<file path="config.mk">
export PLATFORM = sky130hd
export DESIGN_NAME = gsl_status_panel
export DESIGN_NICKNAME = d
export VERILOG_FILES = /design/src/gsl_pkg.sv /design/src/gsl_prescaler.sv /design/src/gsl_status_panel.sv /design/src/gsl_sync.sv
export VERILOG_INCLUDE_DIRS = /design/src
export SDC_FILE = /design/constraint.sdc
export NUM_CORES = 1
export LEC_CHECK = 0
export BUFFER_PORTS_ARGS = -buffer_cell sky130_fd_sc_hd__buf_2
export CORE_MARGIN = 2
export CORE_UTILIZATION = 30
export DETAILED_ROUTE_END_ITERATION = 10
export PLACE_DENSITY = 0.49
export SLEW_MARGIN = 10
export SYNTH_ARGS = -nofsm -noshare
export SYNTH_HDL_FRONTEND = slang
export SYNTH_HIERARCHICAL = 1
export SYNTH_SLANG_ARGS = --single-unit
</file>
<file path="constraint.sdc">
create_clock -name clock -period 5.2 [get_ports clock]
set_input_delay 0.78 -clock clock [delete_from_list [all_inputs] [get_ports clock]]
set_output_delay 0.78 -clock clock [all_outputs]
set_load 0.01 [all_outputs]
</file>
<file path="src/gsl_consts.svh">
// constants of the gateway status led and id switch block
`ifndef GSL_CONSTS_SVH
`define GSL_CONSTS_SVH

// ----------------------------------------------------------------
// timing
// ----------------------------------------------------------------
`define GSL_CLK_KHZ         10000
`define GSL_TICK_MS         250
`define GSL_TICK_CYC        (`GSL_TICK_MS * `GSL_CLK_KHZ)
`define GSL_WARN_S          60
`define GSL_WARN_TICKS      ((`GSL_WARN_S * 1000) / `GSL_TICK_MS)
`define GSL_SETTLE_CYC      16

// ----------------------------------------------------------------
// register offsets and switch codes
// ----------------------------------------------------------------
`define GSL_REG_STATUS      8'h00
`define GSL_REG_MASK        8'h04
`define GSL_REG_IDS         8'h08
`define GSL_REG_ERROR       8'h0C
`define GSL_ID_TEST         8'hEE
`define GSL_ID_CONFIG       8'hFF
`define GSL_ID_RESERVED     8'hDD
`define GSL_FB_ADDR_MAX     8'h7D
`define GSL_ERR_SERIOUS_MAX 4'h5
`define GSL_EVT_W           4
`define GSL_EVT_RST         4'h0
`define GSL_EVT_ERROR       0
`define GSL_EVT_WARN_END    1
`define GSL_EVT_BAD_ADDR    2
`define GSL_EVT_MODE        3

`endif

</file>
<file path="src/gsl_pkg.sv">
// types of the gateway status led and id switch block
package gsl_pkg;

    typedef struct packed {
        logic active;    // data exchange running now
        logic ok;        // interface healthy
        logic ever;      // at least one exchange since power-up
    } gsl_ser_t;

    typedef struct packed {
        logic dataEx;
        logic waitComm;
        logic waitParam;
        logic busErr;
    } gsl_fb_t;

    typedef struct packed {
        logic       valid;   // one-cycle report
        logic       sys;     // system error class (fast flash)
        logic [3:0] code;
    } gsl_err_t;

    typedef struct packed {
        logic green;
        logic red;
    } gsl_led2_t;

    typedef enum logic [2:0] {
        GSL_SETTLE  = 3'b001,
        GSL_CAPTURE = 3'b010,
        GSL_RUN     = 3'b100
    } gsl_phase_t;

endpackage : gsl_pkg

</file>
<file path="src/gsl_prescaler.sv">
// flash prescaler: tick every quarter second, fast and slow phases
`timescale 1ns/1ps
`include "gsl_consts.svh"
module gsl_prescaler #(
    parameter int TICK_CYC = `GSL_TICK_CYC
) (
    input  wire logic clock,
    input  wire logic sys_rst,
    output logic      tick,
    output logic      fastPhase,
    output logic      slowPhase
);
    localparam int CW = $clog2(TICK_CYC);
    logic [CW-1:0] count_q;

    generate
        if (TICK_CYC < 2) begin : g_bad
            $error("gsl_prescaler: TICK_CYC must be at least 2");
        end
    endgenerate

    // equal halves: each phase bit toggles on whole ticks
    always_ff @(posedge clock or posedge sys_rst) begin
        if (sys_rst) begin
            count_q <= '0;
            tick    <= 1'b0;
        end else if (count_q == CW'(TICK_CYC - 1)) begin
            count_q <= '0;
            tick    <= 1'b1;
        end else begin
            count_q <= count_q + 1'b1;
            tick    <= 1'b0;
        end
    end

    // 2 Hz from the tick toggle, 1 Hz from every second one
    always_ff @(posedge clock or posedge sys_rst) begin
        if (sys_rst) begin
            fastPhase <= 1'b0;
            slowPhase <= 1'b0;
        end else if (tick) begin
            fastPhase <= ~fastPhase;
            if (fastPhase) begin
                slowPhase <= ~slowPhase;
            end
        end
    end

endmodule : gsl_prescaler

</file>
<file path="src/gsl_status_panel.sv">
// front-panel status leds and power-up id switch sampling
//
// Implementation choices: the register offsets and the plain strobed port.
`timescale 1ns/1ps
`include "gsl_consts.svh"
module gsl_status_panel
    import gsl_pkg::*;
#(
    parameter int TICK_CYC   = `GSL_TICK_CYC,
    parameter int WARN_TICKS = `GSL_WARN_TICKS,
    parameter int SETTLE_CYC = `GSL_SETTLE_CYC
) (
    input  wire logic       clock,
    input  wire logic       sys_rst,
    // engine state, same clock
    input  wire gsl_ser_t   serState,
    input  wire gsl_fb_t    fbState,
    input  wire gsl_err_t   errReport,
    // rotary switch pins, asynchronous
    input  wire logic [3:0] serial_id_high_switch,
    input  wire logic [3:0] serial_id_low_switch,
    input  wire logic [3:0] fbHighSwitch,
    input  wire logic [3:0] fbLowSwitch,
    // register port
    input  wire logic [7:0] regAddr,
    input  wire logic [31:0] regWrData,
    input  wire logic       regWr,
    input  wire logic       regRd,
    output logic [31:0]     regRdData,
    output logic            irq,
    // panel
    output gsl_led2_t       serLed,
    output gsl_led2_t       fbLed,
    output logic            fbErrLed,
    output logic [3:0]      id_select_display,
    // sampled identities
    output logic [7:0]      serialNodeId,
    output logic [7:0]      fbStationAddr,
    output logic            nodeIdValid,
    output logic            fbAddrInvalid,
    output logic            testMode,
    output logic            configMode
);

    // ----------------------------------------------------------------
    // parameter checks
    // ----------------------------------------------------------------
    // refuse what the counters cannot hold
    generate
        if (WARN_TICKS < 1 || WARN_TICKS > 65535) begin : g_bad_warn
            $error("gsl_status_panel: WARN_TICKS out of range");
        end

        if (SETTLE_CYC < 1 || SETTLE_CYC > 255) begin : g_bad_settle
            $error("gsl_status_panel: SETTLE_CYC out of range");
        end

        if (TICK_CYC < 2) begin : g_bad_tick
            $error("gsl_status_panel: TICK_CYC too small");
        end
    endgenerate

    // ----------------------------------------------------------------
    // switch synchronisers and flash time base
    // ----------------------------------------------------------------
    logic [15:0] swSync;
    logic        tick;
    logic        fastPhase;
    logic        slowPhase;

    gsl_sync #(
        .W       (16)
    ) u_sync (
        .clock   (clock),
        .sys_rst (sys_rst),
        .pinIn   ({serial_id_high_switch, serial_id_low_switch,
                   fbHighSwitch, fbLowSwitch}),
        .syncOut (swSync)
    );

    gsl_prescaler #(
        .TICK_CYC  (TICK_CYC)
    ) u_presc (
        .clock     (clock),
        .sys_rst   (sys_rst),
        .tick      (tick),
        .fastPhase (fastPhase),
        .slowPhase (slowPhase)
    );

    // ----------------------------------------------------------------
    // power-up sampling sequence
    // ----------------------------------------------------------------
    gsl_phase_t  phase_q;
    logic [7:0]  settle_q;
    logic        capture;

    // wait for the synchroniser to fill before taking the switches
    always_ff @(posedge clock or posedge sys_rst) begin
        if (sys_rst) begin
            phase_q  <= GSL_SETTLE;
            settle_q <= '0;
        end else begin
            unique case (phase_q)
                GSL_SETTLE: begin
                    settle_q <= settle_q + 1'b1;
                    if (settle_q == 8'(SETTLE_CYC - 1)) begin
                        phase_q <= GSL_CAPTURE;
                    end
                end
                GSL_CAPTURE: begin
                    phase_q <= GSL_RUN;
                end
                GSL_RUN: begin
                    phase_q <= GSL_RUN;         // no way back until reset
                end
                default: begin
                    phase_q <= GSL_SETTLE;
                end
            endcase
        end
    end

    // single-cycle capture strobe
    assign capture = (phase_q == GSL_CAPTURE);

    // serial id and its special codes, taken once
    always_ff @(posedge clock or posedge sys_rst) begin
        if (sys_rst) begin
            serialNodeId <= '0;
            testMode     <= 1'b0;
            configMode   <= 1'b0;
            nodeIdValid  <= 1'b0;
        end else if (capture) begin
            serialNodeId <= swSync[15:8];
            testMode     <= (swSync[15:8] == `GSL_ID_TEST);
            configMode   <= (swSync[15:8] == `GSL_ID_CONFIG);
            nodeIdValid  <= (swSync[15:8] != `GSL_ID_TEST) &&
                            (swSync[15:8] != `GSL_ID_CONFIG) &&
                            (swSync[15:8] != `GSL_ID_RESERVED);
        end
    end

    // fieldbus station address, later switch moves are ignored
    always_ff @(posedge clock or posedge sys_rst) begin
        if (sys_rst) begin
            fbStationAddr <= '0;
            fbAddrInvalid <= 1'b0;
        end else if (capture) begin
            fbStationAddr <= swSync[7:0];
            fbAddrInvalid <= (swSync[7:0] > `GSL_FB_ADDR_MAX);
        end
    end

    // ----------------------------------------------------------------
    // error latch and warning expiry
    // ----------------------------------------------------------------
    logic        errPending_q;
    logic        errSerious_q;
    logic        errSys_q;
    logic [3:0]  errCode_q;
    logic [15:0] warnCnt_q;
    logic        newErr;
    logic        warnEnd;

    // a serious error is never displaced; code zero means nothing
    assign newErr  = errReport.valid && (errReport.code != 4'h0) && !errSerious_q;
    assign warnEnd = errPending_q && !errSerious_q && !newErr && tick &&
                     (warnCnt_q == 16'(WARN_TICKS - 1));

    // hold the code until expiry or reset
    always_ff @(posedge clock or posedge sys_rst) begin
        if (sys_rst) begin
            errPending_q <= 1'b0;
            errSerious_q <= 1'b0;
            errSys_q     <= 1'b0;
            errCode_q    <= '0;
        end else if (newErr) begin
            errPending_q <= 1'b1;
            errSerious_q <= (errReport.code <= `GSL_ERR_SERIOUS_MAX);
            errSys_q     <= errReport.sys;
            errCode_q    <= errReport.code;
        end else if (warnEnd) begin
            errPending_q <= 1'b0;
            errCode_q    <= '0;
        end
    end

    // minute counter in quarter-second ticks, restarted by each warning
    always_ff @(posedge clock or posedge sys_rst) begin
        if (sys_rst) begin
            warnCnt_q <= '0;
        end else if (newErr || warnEnd) begin
            warnCnt_q <= '0;
        end else if (errPending_q && !errSerious_q && tick) begin
            warnCnt_q <= warnCnt_q + 1'b1;
        end
    end

    // ----------------------------------------------------------------
    // led drive
    // ----------------------------------------------------------------
    logic errPhase;

    // error class picks the rate
    assign errPhase = errSys_q ? fastPhase : slowPhase;

    // serial led: error first, then operating mode, then traffic
    always_ff @(posedge clock or posedge sys_rst) begin
        if (sys_rst) begin
            serLed <= '0;
        end else if (errPending_q) begin
            serLed <= '{green: 1'b0, red: 1'b1};
        end else if (testMode || configMode) begin
            serLed <= '{green: 1'b0, red: slowPhase};
        end else if (!serState.ever) begin
            serLed <= '{green: slowPhase, red: !slowPhase};
        end else if (serState.active) begin
            serLed <= '{green: 1'b1, red: 1'b0};
        end else begin
            serLed <= '{green: slowPhase && serState.ok, red: 1'b0};
        end
    end

    // error number leds blink the code while an error is pending and the serial led is steady red
    always_ff @(posedge clock or posedge sys_rst) begin
        if (sys_rst) begin
            id_select_display <= '0;
        end else begin
            id_select_display <= errPending_q ? (errCode_q & {4{errPhase}}) : 4'h0;
        end
    end

    // fieldbus state led, bus error wins over waiting states
    always_ff @(posedge clock or posedge sys_rst) begin
        if (sys_rst) begin
            fbLed <= '0;
        end else if (fbState.busErr) begin
            fbLed <= '{green: 1'b0, red: 1'b1};
        end else if (fbState.dataEx) begin
            fbLed <= '{green: 1'b1, red: 1'b0};
        end else if (fbState.waitParam) begin
            fbLed <= '{green: slowPhase, red: !slowPhase};
        end else if (fbState.waitComm) begin
            fbLed <= '{green: slowPhase, red: 1'b0};
        end else begin
            fbLed <= '0;
        end
    end

    // red error led goes dark only in data exchange
    always_ff @(posedge clock or posedge sys_rst) begin
        if (sys_rst) begin
            fbErrLed <= 1'b1;
        end else begin
            fbErrLed <= !fbState.dataEx;
        end
    end

    // ----------------------------------------------------------------
    // event status, mask and interrupt
    // ----------------------------------------------------------------
    logic [`GSL_EVT_W-1:0] status_q;
    logic [`GSL_EVT_W-1:0] mask_q;
    logic [`GSL_EVT_W-1:0] evt;
    logic [`GSL_EVT_W-1:0] w1c;
    logic                  modeSeen_q;
    logic [`GSL_EVT_W-1:0] statusNext;

    // address and mode events fire once, the cycle after capture
    always_ff @(posedge clock or posedge sys_rst) begin
        if (sys_rst) begin
            modeSeen_q <= 1'b0;
        end else begin
            modeSeen_q <= capture;
        end
    end

    // one-cycle event pulses
    always_comb begin
        evt                     = '0;
        evt[`GSL_EVT_ERROR]     = newErr;
        evt[`GSL_EVT_WARN_END]  = warnEnd;
        evt[`GSL_EVT_BAD_ADDR]  = modeSeen_q && fbAddrInvalid;
        evt[`GSL_EVT_MODE]      = modeSeen_q && (testMode || configMode);
    end

    // write-one-to-clear bits
    assign w1c = (regWr && regAddr == `GSL_REG_STATUS) ? regWrData[`GSL_EVT_W-1:0] : '0;

    // next status, shared with the interrupt
    assign statusNext = (status_q & ~w1c) | evt;

    // a new event in the clearing cycle survives the clear
    always_ff @(posedge clock or posedge sys_rst) begin
        if (sys_rst) begin
            status_q <= `GSL_EVT_RST;
        end else begin
            status_q <= statusNext;
        end
    end

    // interrupt mask, read/write
    always_ff @(posedge clock or posedge sys_rst) begin
        if (sys_rst) begin
            mask_q <= `GSL_EVT_RST;
        end else if (regWr && regAddr == `GSL_REG_MASK) begin
            mask_q <= regWrData[`GSL_EVT_W-1:0];
        end
    end

    // level interrupt, registered from the next status so it changes in the same cycle as the status
    always_ff @(posedge clock or posedge sys_rst) begin
        if (sys_rst) begin
            irq <= 1'b0;
        end else begin
            irq <= |(statusNext & mask_q);
        end
    end

    // ----------------------------------------------------------------
    // register read port, data in the cycle after the strobe
    // ----------------------------------------------------------------
    // high bits read as zero
    always_ff @(posedge clock or posedge sys_rst) begin
        if (sys_rst) begin
            regRdData <= '0;
        end else if (regRd) begin
            unique case (regAddr)
                `GSL_REG_STATUS: regRdData <= {28'h000_0000, status_q};
                `GSL_REG_MASK:   regRdData <= {28'h000_0000, mask_q};
                `GSL_REG_IDS:    regRdData <= {12'h000, nodeIdValid, fbAddrInvalid,
                                               configMode, testMode,
                                               fbStationAddr, serialNodeId};
                `GSL_REG_ERROR:  regRdData <= {24'h00_0000, 1'b0, errSerious_q,
                                               errSys_q, errPending_q, errCode_q};
                default:         regRdData <= 32'h0000_0000;  // unmapped reads zero
            endcase
        end else begin
            regRdData <= 32'h0000_0000;
        end
    end

endmodule : gsl_status_panel

</file>
<file path="src/gsl_sync.sv">
// three-stage pin synchroniser with agreement filter
`timescale 1ns/1ps
module gsl_sync #(
    parameter int W = 4
) (
    input  wire logic         clock,
    input  wire logic         sys_rst,
    input  wire logic [W-1:0] pinIn,
    output logic [W-1:0]      syncOut
);
    logic [W-1:0] stage1_q;
    logic [W-1:0] stage2_q;
    logic [W-1:0] stage3_q;

    // first stage feeds only the second one
    always_ff @(posedge clock or posedge sys_rst) begin
        if (sys_rst) begin
            stage1_q <= '0;
            stage2_q <= '0;
            stage3_q <= '0;
        end else begin
            stage1_q <= pinIn;
            stage2_q <= stage1_q;
            stage3_q <= stage2_q;
        end
    end

    // a change counts once stages two and three agree
    always_ff @(posedge clock or posedge sys_rst) begin
        if (sys_rst) begin
            syncOut <= '0;
        end else if (stage2_q == stage3_q) begin
            syncOut <= stage3_q;
        end
    end

endmodule : gsl_sync

</file>
# Yosys cells after proc, flatten, opt, wreduce, memory -nomap -nowiden
# Index checks and enable logic that the tools add are counted.
[word_totals]
regBits = 194
inputBits = 73
out_inout_bits = 62
word_cells = 110
[classes]
add_sub_neg = 3
magnitude_cmp = 2
n_eq_ne = 16
muxes = 23
n_bitwise = 7
reduce_logical = 27
[op_table]
columns = ["cell", "n"]
rows = [
  ["$pmux 20 s4", 1],
  ["$mux 16", 2],
  ["$mux 32", 1],
  ["$eq 8x4->1 const B", 3],
  ["$ne 8x8->1 const B", 3],
  ["$add 22x1->22 const B", 1],
  ["$eq 22x22->1 const B", 1],
  ["$mux 22", 1],
  ["$add 16x1->16 const B", 1],
  ["$eq 16x16->1", 1],
  ["$eq 16x8->1 const B", 1],
  ["$eq 8x8->1 const B", 2],
  ["$mux 2", 8],
  ["$mux 4", 4],
  ["$logic_and 1x1->1", 14],
  ["$and 4x4->4", 3],
  ["$add 8x1->8 const B", 1],
  ["$eq 8x3->1 const B", 1],
  ["$gt 8x7->1 const B", 1],
  ["$logic_not 8->1", 1],
  ["$pmux 3 s2", 1],
  ["$le 4x3->1 const B", 1],
  ["$logic_not 1->1", 4],
  ["$mux 1", 4],
  ["other kinds (14)", 17],
]

# Logic depth before layout (Yosys ltp)
# Gate-level depths: netlist of run 1.
[logic_depth]
ltp_word = 10
mapped_depth = 7
ltp_nobuf = 6

# Modules after synthesis
# Netlist of run 1, hierarchy kept.
[by_module_without_submodules]
columns = ["module", "instances", "cells_per_inst", "area_per_inst_um2", "seq_area_each_um2"]
rows = [
  ["gsl_status_panel", 1, 367, 3981.3, 2329.7],
  ["gsl_sync", 1, 103, 2018.2, 1601.5],
  ["gsl_prescaler", 1, 107, 1156.1, 625.6],
]

# Worst setup path after synthesis of run 1
# Ideal clock, no wire load.
[synth_path]
path_type = "input to register"
start = "input port regAddr[1]"
end = "register irq"
setup_time_ps = 139
t_arrival_ps = 2312
required_time_ps = 5061
path_slack_ps = 2749
cell_stages = 5
n_path_buf = 0
cell_sequence = "or4_4 nor4_4 and3_1 o31ai_1 or4_1"
[synth_via]
elab_chain_cells = 8
[synth_lines]
columns = ["element", "line", "rtl"]
rows = [
  ["from (decl)", "gsl_status_panel.sv:25", "input wire logic [7:0] regAddr,"],
  ["$logic_not 8->1", "--", ""],
  ["$logic_and 1x1->1 (no source line)", "--", ""],
  ["$mux 4", "gsl_status_panel.sv:289", "assign w1c = (regWr && regAddr == `GSL_REG_STATUS) ? regWrData[`GSL_EVT_W-1:0] : '0;"],
  ["$not 4->4", "gsl_status_panel.sv:292", "assign statusNext = (status_q & ~w1c) | evt;"],
  ["$and 4x4->4", "gsl_status_panel.sv:292", ""],
  ["$or 4x4->4", "gsl_status_panel.sv:292", ""],
  ["$and 4x4->4", "gsl_status_panel.sv:317", "irq <= |(statusNext & mask_q);"],
  ["$reduce_or 4->1", "gsl_status_panel.sv:317", ""],
  ["to (signal assigned)", "gsl_status_panel.sv:317", ""],
  ["to (decl)", "gsl_status_panel.sv:30", "output logic irq,"],
]
# Every way passes these cells.
# A chain may end at the register's enable or synchronous reset.

# Worst setup path after layout of run 1
[layout_path]
start = "input port errReport[2] in the netlist's numbering"
end = "register warnCnt_q[2]"
[layout_via]
elab_chain_cells = 9
elab_cells_between_ends = 10
cone_classes = "1 x mux; 9 x reduce/logical"
[layout_lines]
columns = ["element", "line", "rtl"]
rows = [
  ["from (decl)", "gsl_status_panel.sv:18", "input wire gsl_err_t errReport,"],
  ["$reduce_bool 4->1 (*)", "gsl_status_panel.sv:167", "assign newErr = errReport.valid && (errReport.code != 4'h0) && !errSerious_q;"],
  ["$logic_and 1x1->1 (*) (2 in series)", "gsl_status_panel.sv:167", ""],
  ["$logic_not 1->1", "gsl_status_panel.sv:168", "assign warnEnd = errPending_q && !errSerious_q && !newErr && tick &&"],
  ["$logic_and 1x1->1 (3 in series)", "gsl_status_panel.sv:168", ""],
  ["$logic_or 1x1->1 (*)", "gsl_status_panel.sv:193", "end else if (newErr || warnEnd) begin"],
  ["$mux 16 or $reduce_bool 2->1 (tied branches)", "--", ""],
  ["to (signal assigned)", "gsl_status_panel.sv:196", "warnCnt_q <= warnCnt_q + 1'b1;"],
  ["to (decl)", "gsl_status_panel.sv:162", "logic [15:0] warnCnt_q;"],
]
# Every way passes the cells marked *; elsewhere a longest branch is shown, timed or not.

==> results.sh, run 1 <==
export IMPL_maxSlewViolCount=0
export IMPL_cts_resized=0
export IMPL_critPathKind="input port to flop"
export IMPL_grt_pass1_wl_mm=23.4
export IMPL_synth_warnings=6
export IMPL_die_area_mm2=0.0251
export IMPL_place_hpwl_mm=10.2
export IMPL_cp_start_kind="input port"
export IMPL_die_y_um=158
export IMPL_ys_seq_area_share_pct=63.7
export IMPL_r2r_cells=5
export IMPL_worst_path_max_fanout=16
export IMPL_hold_depth=0
export IMPL_grt_max_degree=65
export IMPL_firstDrtPassIters=4
export IMPL_ctsHoldBuffers=0
export IMPL_hold_end="u_sync/stage2_q[13]"
export IMPL_outcome="finished, final reports clean"
export IMPL_arrival_ns=2.57
export IMPL_synth_seq_cells=182
export IMPL_clk_pin_slew_worst_paths_ns=0.08
export IMPL_ff2ff_setup_slack_ns=2.93
export IMPL_place_port_buffers=94
export IMPL_finClkSkew_ns=0.0103
export IMPL_boundaryPins=135
export IMPL_routed_wl_mm=14.3
export IMPL_ys_flop_type="dfrtp_1"
export IMPL_antenna_found_initial=0
export IMPL_grtUsageTotal_pct=12.0
export IMPL_grt_pass1_vias=4504
export IMPL_post_route_min_period_ns=2.31
export IMPL_htree_num_levels=4
export IMPL_wl_met1_mm=6.68
export IMPL_met3_length_um=579
export IMPL_ir_drop_mv=0.164
export IMPL_met2WireLength_mm=6.82
export IMPL_route_top_layer_used="met4"
export IMPL_clk_latency_ns=0.43
export IMPL_gp_congestion=0.796
export IMPL_via_per_inst=4.44
export IMPL_wl_per_cell_um=14.2
export IMPL_synth_cell_type_count=53
export IMPL_r2r_end="warnCnt_q[2]"
export IMPL_vias=4475
export IMPL_hp_start="u_sync/stage1_q[13]"
export IMPL_start_util_pct=30.5
export IMPL_setup_tns_ns=0
export IMPL_syn_inst=577
export IMPL_core_mm2=0.0235
export IMPL_fin_nets=753
export IMPL_r2r_start="errSerious_q"
export IMPL_cp_end_kind="flop"
export IMPL_drc=0
export IMPL_tritoncts="built"
export IMPL_postCtsSetupRepairBufs=0
export IMPL_hold_class="flop to flop"
export IMPL_cts_root_buffer="clkbuf_16"
export IMPL_mostFrequentLayoutCells="dfrtp_1, buf_2, nand2_1"
export IMPL_p_total_w=0.00290
export IMPL_drt_initial_drc_count=232
export IMPL_fp_dieW_um=158
export IMPL_fmax_ghz=0.434
export IMPL_clockBufferDepth=2
export IMPL_hold_viol=0
export IMPL_min_period_over_period_pct=44.4
export IMPL_cts_sinks=182
export IMPL_drive_gt1_share_pct=24.5
export IMPL_numCtsBuffers=17
export IMPL_synth_edf_count=0
export IMPL_setup_viol=0
export IMPL_p_leak_nw=4.20
export IMPL_antenna_diode_count=0
export IMPL_placementRows=56
export IMPL_powerDensity_mw_per_mm2=339
export IMPL_final_common_cell="dfrtp_1"
export IMPL_cp_required_ns=5.47
export IMPL_worstMarginPinSlew_ns=1.09
export IMPL_ant_nets=0
export IMPL_avgSynthCellArea_um2=12.4
export IMPL_syn2layout_area_growth_pct=19.3
export IMPL_syn_area_mm2=0.00716
export IMPL_crit_start="errReport[2]"
export IMPL_maxCapViolations=0
export IMPL_synthArstFlopShare_pct=100
export IMPL_grt_setup_unrepaired="no"
export IMPL_relSlewSlack_pct=26.9
export IMPL_grt_overflow_total=0
metal layers:
layer  up-vias  global-route usage (%)
met1      2214                    15.5
met2       102                    19.6
li1       2145                       -
met5         -                       0
met3        14                    3.16
met4         0                    4.16
report_power, final:
part / switching, W / internal (W)
clock: 0.000626 / 0.000652
sequential: 0.0000365 / 0.00146
combinational: 0.0000673 / 0.0000532
flip-flops by register name, summed over array words and instances (netlist names), 2 cells and up:
name	flops
id_select_display	4
serialNodeId	8
regRdData	20
u_sync/stage1_q	16
errCode_q	4
fbLed	2
phase_q	3
u_sync/syncOut	16
status_q	4
u_presc/count_q	22
warnCnt_q	16
fbStationAddr	8
u_sync/stage3_q	16
settle_q	8
u_sync/stage2_q	16
mask_q	4
serLed	2
layout make-up:
class	instances	area [µm²]
Clock buffer	17	425
Multi-Input combinational cell	368	2440
Timing Repair Buffer	96	485
Sequential cell	182	4560
Fill cell	2273	14900
Inverter	12	46.3
Clock inverter	15	179
Tap cell	319	399
stage by stage:
| step | area [µm²] | setup slack [ns] | hold WS, ns | util (%) | instances |
|---|---|---|---|---|---|
| after floorplan | 7200 | 2.00 | 0.331 | - | 588 |
| after global placement | 7930 | 2.44 | 0.333 | 33.8 | 977 |
| after detailed placement | 7930 | 2.38 | 0.335 | 33.8 | 977 |
| after CTS | 8530 | 2.78 | 0.353 | 36.3 | 1009 |
| after global routing | 8530 | 2.63 | 0.360 | 36.4 | 1009 |
| final | 8530 | 2.89 | 0.351 | 36.4 | 1009 |
worst max-delay path, stage by stage:
cell,delay [ns]
buf_2,0.13
o41ai_2,0.54
nand4b_1,0.32
o21ai_1,0.68
nor2_1,0.12
cells in the mapped netlist, types with 5 or more instances:
master,number,area (µm²)
nor2_1,43,161
nor3_1,8,40.0
nor4_1,7,43.8
nand3_1,17,85.1
o21ai_0,11,55.1
a22o_1,6,52.6
xor2_1,40,350
dfrtp_1,180,4500
buf_4,13,97.6
xnor2_1,17,149
nand2_1,76,285
and4_1,8,70.1
and3_1,8,50.1
a21oi_1,8,40.0
clkbuf_1,9,33.8
mux2_2,10,113
mux2i_1,5,50.1
mux2_4,10,150
or4_1,5,37.5
inv_1,11,41.3
and2_1,19,119
nand4_1,11,68.8
cell families after synthesis:
group,count (synthesis),synth area share [%]
other,1,0.0524
AOI/OAI and AO/OA,39,3.58
adders and majority gates,3,0.525
xor gates and xnor gates,57,6.98
DFF,182,63.7
muxes,29,5.63
and+or+nand+nor,228,16.7
buffers and inverters,38,2.83
how the worst max path moves through the flow:
stage	depth (start not counted)	endpoint	slack, ns
finish	5	warnCnt_q[2]	2.89
global route	5	warnCnt_q[14]	2.63
CTS	5	u_presc/count_q[10]	2.78
detailed placement	5	warnCnt_q[12]	2.38
global placement	5	warnCnt_q[1]	2.44
floorplan	1	configMode	2.00
No activity file was read; power rests on OpenSTA's default activity.
==> run 2, diff against run 1 <==
--- a/config.mk
+++ b/config.mk
@@ -6,6 +6,7 @@
 export SDC_FILE = /design/constraint.sdc
 export NUM_CORES = 1
 export LEC_CHECK = 0
+export ABC_AREA = 1
 export BUFFER_PORTS_ARGS = -buffer_cell sky130_fd_sc_hd__buf_2
 export CORE_MARGIN = 2
 export CORE_UTILIZATION = 30
==> constraint.sdc (replaced) <==
create_clock -name clock -period 2.4 [get_ports clock]
set_input_delay 0.36 -clock clock [delete_from_list [all_inputs] [get_ports clock]]
set_output_delay 0.36 -clock clock [all_outputs]
set_load 0.01 [all_outputs]
==> run 2 against run 1 <==
Against the previous run:
- the run now ends with hold timing left
- final cell count is 28% higher
- sequential cell count unchanged
- first-iteration DRC count increased by 31%
- critical path type is now flop to flop
==> results.sh, run 2 <==
export IMPL_gp_congestion=0.807
export IMPL_yosys_area_top_type_share_pct=58.4
export IMPL_r2r_cells=7
export IMPL_setup_tns_ns=0
export IMPL_syn2layout_area_growth_pct=18.9
export IMPL_num_fill_cells=2558
export IMPL_start_util_pct=30.6
export IMPL_syn_area_mm2=0.00771
export IMPL_violations="hold timing"
export IMPL_ys_seq_area_share_pct=59.1
export IMPL_drc=0
export IMPL_tritoncts="built"
export IMPL_syn_inst=841
export IMPL_place_worst_setup_slack_ns=0.735
export IMPL_die_y_um=164
export IMPL_hold_ws_ns=-0.00550
export IMPL_fmax_ghz=0.601
export IMPL_wl_per_cell_um=12.7
export IMPL_ir_drop_mv=0.465
export IMPL_clk_pin_slew_worst_paths_ns=0.08
export IMPL_synth_cell_type_count=43
export IMPL_grt_pass1_wl_mm=26.9
export IMPL_fin_nets=1028
export IMPL_die_area_mm2=0.0270
export IMPL_r2r_end="nodeIdValid"
export IMPL_regArea_mm2=0.00456
export IMPL_clockBufferDepth=2
export IMPL_post_route_min_period_ns=1.66
export IMPL_grt_max_degree=65
export IMPL_hold_class="input port to async pin"
export IMPL_critPathKind="flop to flop"
export IMPL_powerDensity_mw_per_mm2=670
export IMPL_synthArstFlopShare_pct=100
export IMPL_routed_wl_mm=16.4
export IMPL_clk_latency_ns=0.43
export IMPL_numCtsBuffers=17
export IMPL_hold_viol=5
export IMPL_synth_top_area_cell="dfrtp_1"
export IMPL_cts_root_buffer="clkbuf_16"
export IMPL_avgSynthCellArea_um2=9.17
export IMPL_largest_register="u_presc/count_q"
export IMPL_setup_viol=0
export IMPL_antenna_diode_count=0
export IMPL_cts_resized=0
export IMPL_placed_cell_area_mm2=0.00856
export IMPL_crit_end="nodeIdValid"
export IMPL_final_common_cell="nand2_1"
export IMPL_synth_seq_cells=182
export IMPL_cts_sinks=182
export IMPL_r2r_start="phase_q[2]"
export IMPL_synthTopCellsByArea="dfrtp_1, nand2_1, nor2_1"
export IMPL_p_leak_nw=4.77
export IMPL_maxSlewViolCount=0
export IMPL_min_period_over_period_pct=69.3
export IMPL_largest_reg_flops=22
export IMPL_final_area_mm2=0.00917
export IMPL_top_regs="u_presc/count_q x22, regRdData x20"
export IMPL_maxCapViolations=0
export IMPL_ant_nets=0
export IMPL_synth_commonest_cells="nand2_1, dfrtp_1, nor2_1"
export IMPL_via_per_inst=4.20
export IMPL_cp_start_kind="flop"
export IMPL_htree_num_levels=4
export IMPL_placementRows=58
export IMPL_multi_input_area_mm2=0.00261
export IMPL_worst_path_max_fanout=17
export IMPL_place_hpwl_mm=12.1
export IMPL_vias=5442
export IMPL_finClkSkew_ns=0.0114
export IMPL_grt_overflow_total=0
export IMPL_firstDrtPassIters=4
export IMPL_mostFrequentLayoutCells="nand2_1, dfrtp_1, nor2_1"
export IMPL_place_port_buffers=94
export IMPL_grtUsageTotal_pct=12.8
export IMPL_fp_dieW_um=164
export IMPL_postCtsSetupRepairBufs=0
export IMPL_core_mm2=0.0252
export IMPL_crit_start="phase_q[2]"
export IMPL_drt_initial_drc_count=304
export IMPL_ys_flop_type="dfrtp_1"
export IMPL_ctsHoldBuffers=0
export IMPL_boundaryPins=135
export IMPL_synth_edf_count=0
export IMPL_fin_ws_ns=0.736
export IMPL_cp_required_ns=2.74
export IMPL_yosysMostFrequentCell="nand2_1"
export IMPL_ff2ff_setup_slack_ns=0.74
export IMPL_antenna_found_initial=0
export IMPL_grt_pass1_vias=5382
export IMPL_outcome="finished, violations left"
export IMPL_arrival_ns=2.01
export IMPL_grt_setup_unrepaired="no"
export IMPL_drive_gt1_share_pct=19.4
export IMPL_synth_warnings=6
export IMPL_cp_end_kind="flop"
[run 2: changes by cell type after synthesis, moves of 10 or more]
cell	before	now
nand2_1	76	214
xor2_1	40	17
and2_1	19	2
nor2_1	43	110
nand2_2	0	10
o21ai_0	11	25
mux2_4	10	0
inv_1	11	109
nand3_1	17	50
nor2_2	0	13
xnor2_1	17	7
[run 2: worst min-delay path by stage]
| stage | startpoint | end | slack, ns | cells after the start |
|---|---|---|---|---|
| final | sys_rst | warnCnt_q[15] | -0.005 | 2 |
| after global routing | serial_id_low_switch[0] | u_sync/stage1_q[8] | 0.008 | 1 |
| after CTS | sys_rst | warnCnt_q[15] | 0.001 | 2 |
| after detailed placement | u_sync/stage1_q[10] | u_sync/stage2_q[10] | 0.33 | 0 |
| after global placement | u_sync/stage1_q[7] | u_sync/stage2_q[7] | 0.33 | 0 |
| after floorplan | u_sync/stage1_q[0] | u_sync/stage2_q[0] | 0.33 | 0 |
[run 2: area by class of cell]
cell class | instances | area share, %
clock buffers | 17 | 4.64
clock inverters | 15 | 2.02
inverters | 114 | 4.74
multi-input cells | 536 | 28.4
flip-flops and latches | 182 | 49.7
well taps | 330 | 4.50
repair buffers | 101 | 5.98
[run 2: logic make-up (layout without fill, tap and decap cells)]
family,after synthesis,count (layout),synth area share (%)
buf+inv,134,247,7.66
xor+xnor,24,24,2.73
other cells,1,12,0.0486
compound gates,50,50,3.54
flops,182,182,59.1
simple gates,443,443,25.9
mux,4,4,0.584
fa+ha+maj,3,3,0.487
[run 2: per-stage QoR]
step / total power [W] / utilization, % / hold slack, ns / instances
global placement: 0.00342 / 34.0 / 0.333 / 1263
global route: 0.00641 / 36.4 / 0.00769 / 1295
floorplan: 0.00333 / - / 0.331 / 852
CTS: 0.00625 / 36.4 / 0.00103 / 1295
finish: 0.00614 / 36.4 / -0.00550 / 1295
detailed placement: 0.00342 / 34.0 / 0.335 / 1263
[run 2: report_power, final]
group	switching (W)	total (W)	internal, W
registers	0.0000289	0.00315	0.00312
clock network	0.00137	0.00279	0.00142
logic	0.000138	0.000206	0.0000679
total	0.00154	0.00614	0.00460
[run 2: worst max-delay path: stages (launching register included)]
cell	delay [ns]
dfrtp_1	0.42
inv_1	0.07
nand3_1	0.06
buf_4	0.19
inv_1	0.27
buf_4	0.26
nand2_1	0.09
o21ai_0	0.19
[run 2: routing by layer]
metal | vias up | global-route usage, % | part of all wire [%]
li1 | 2810 | - | -
met1 | 2525 | 16.9 | 47
met2 | 96 | 20.8 | 48
met3 | 11 | 3.23 | 4.6
met4 | 0 | 3.87 | 1.1
met5 | - | 0 | 0
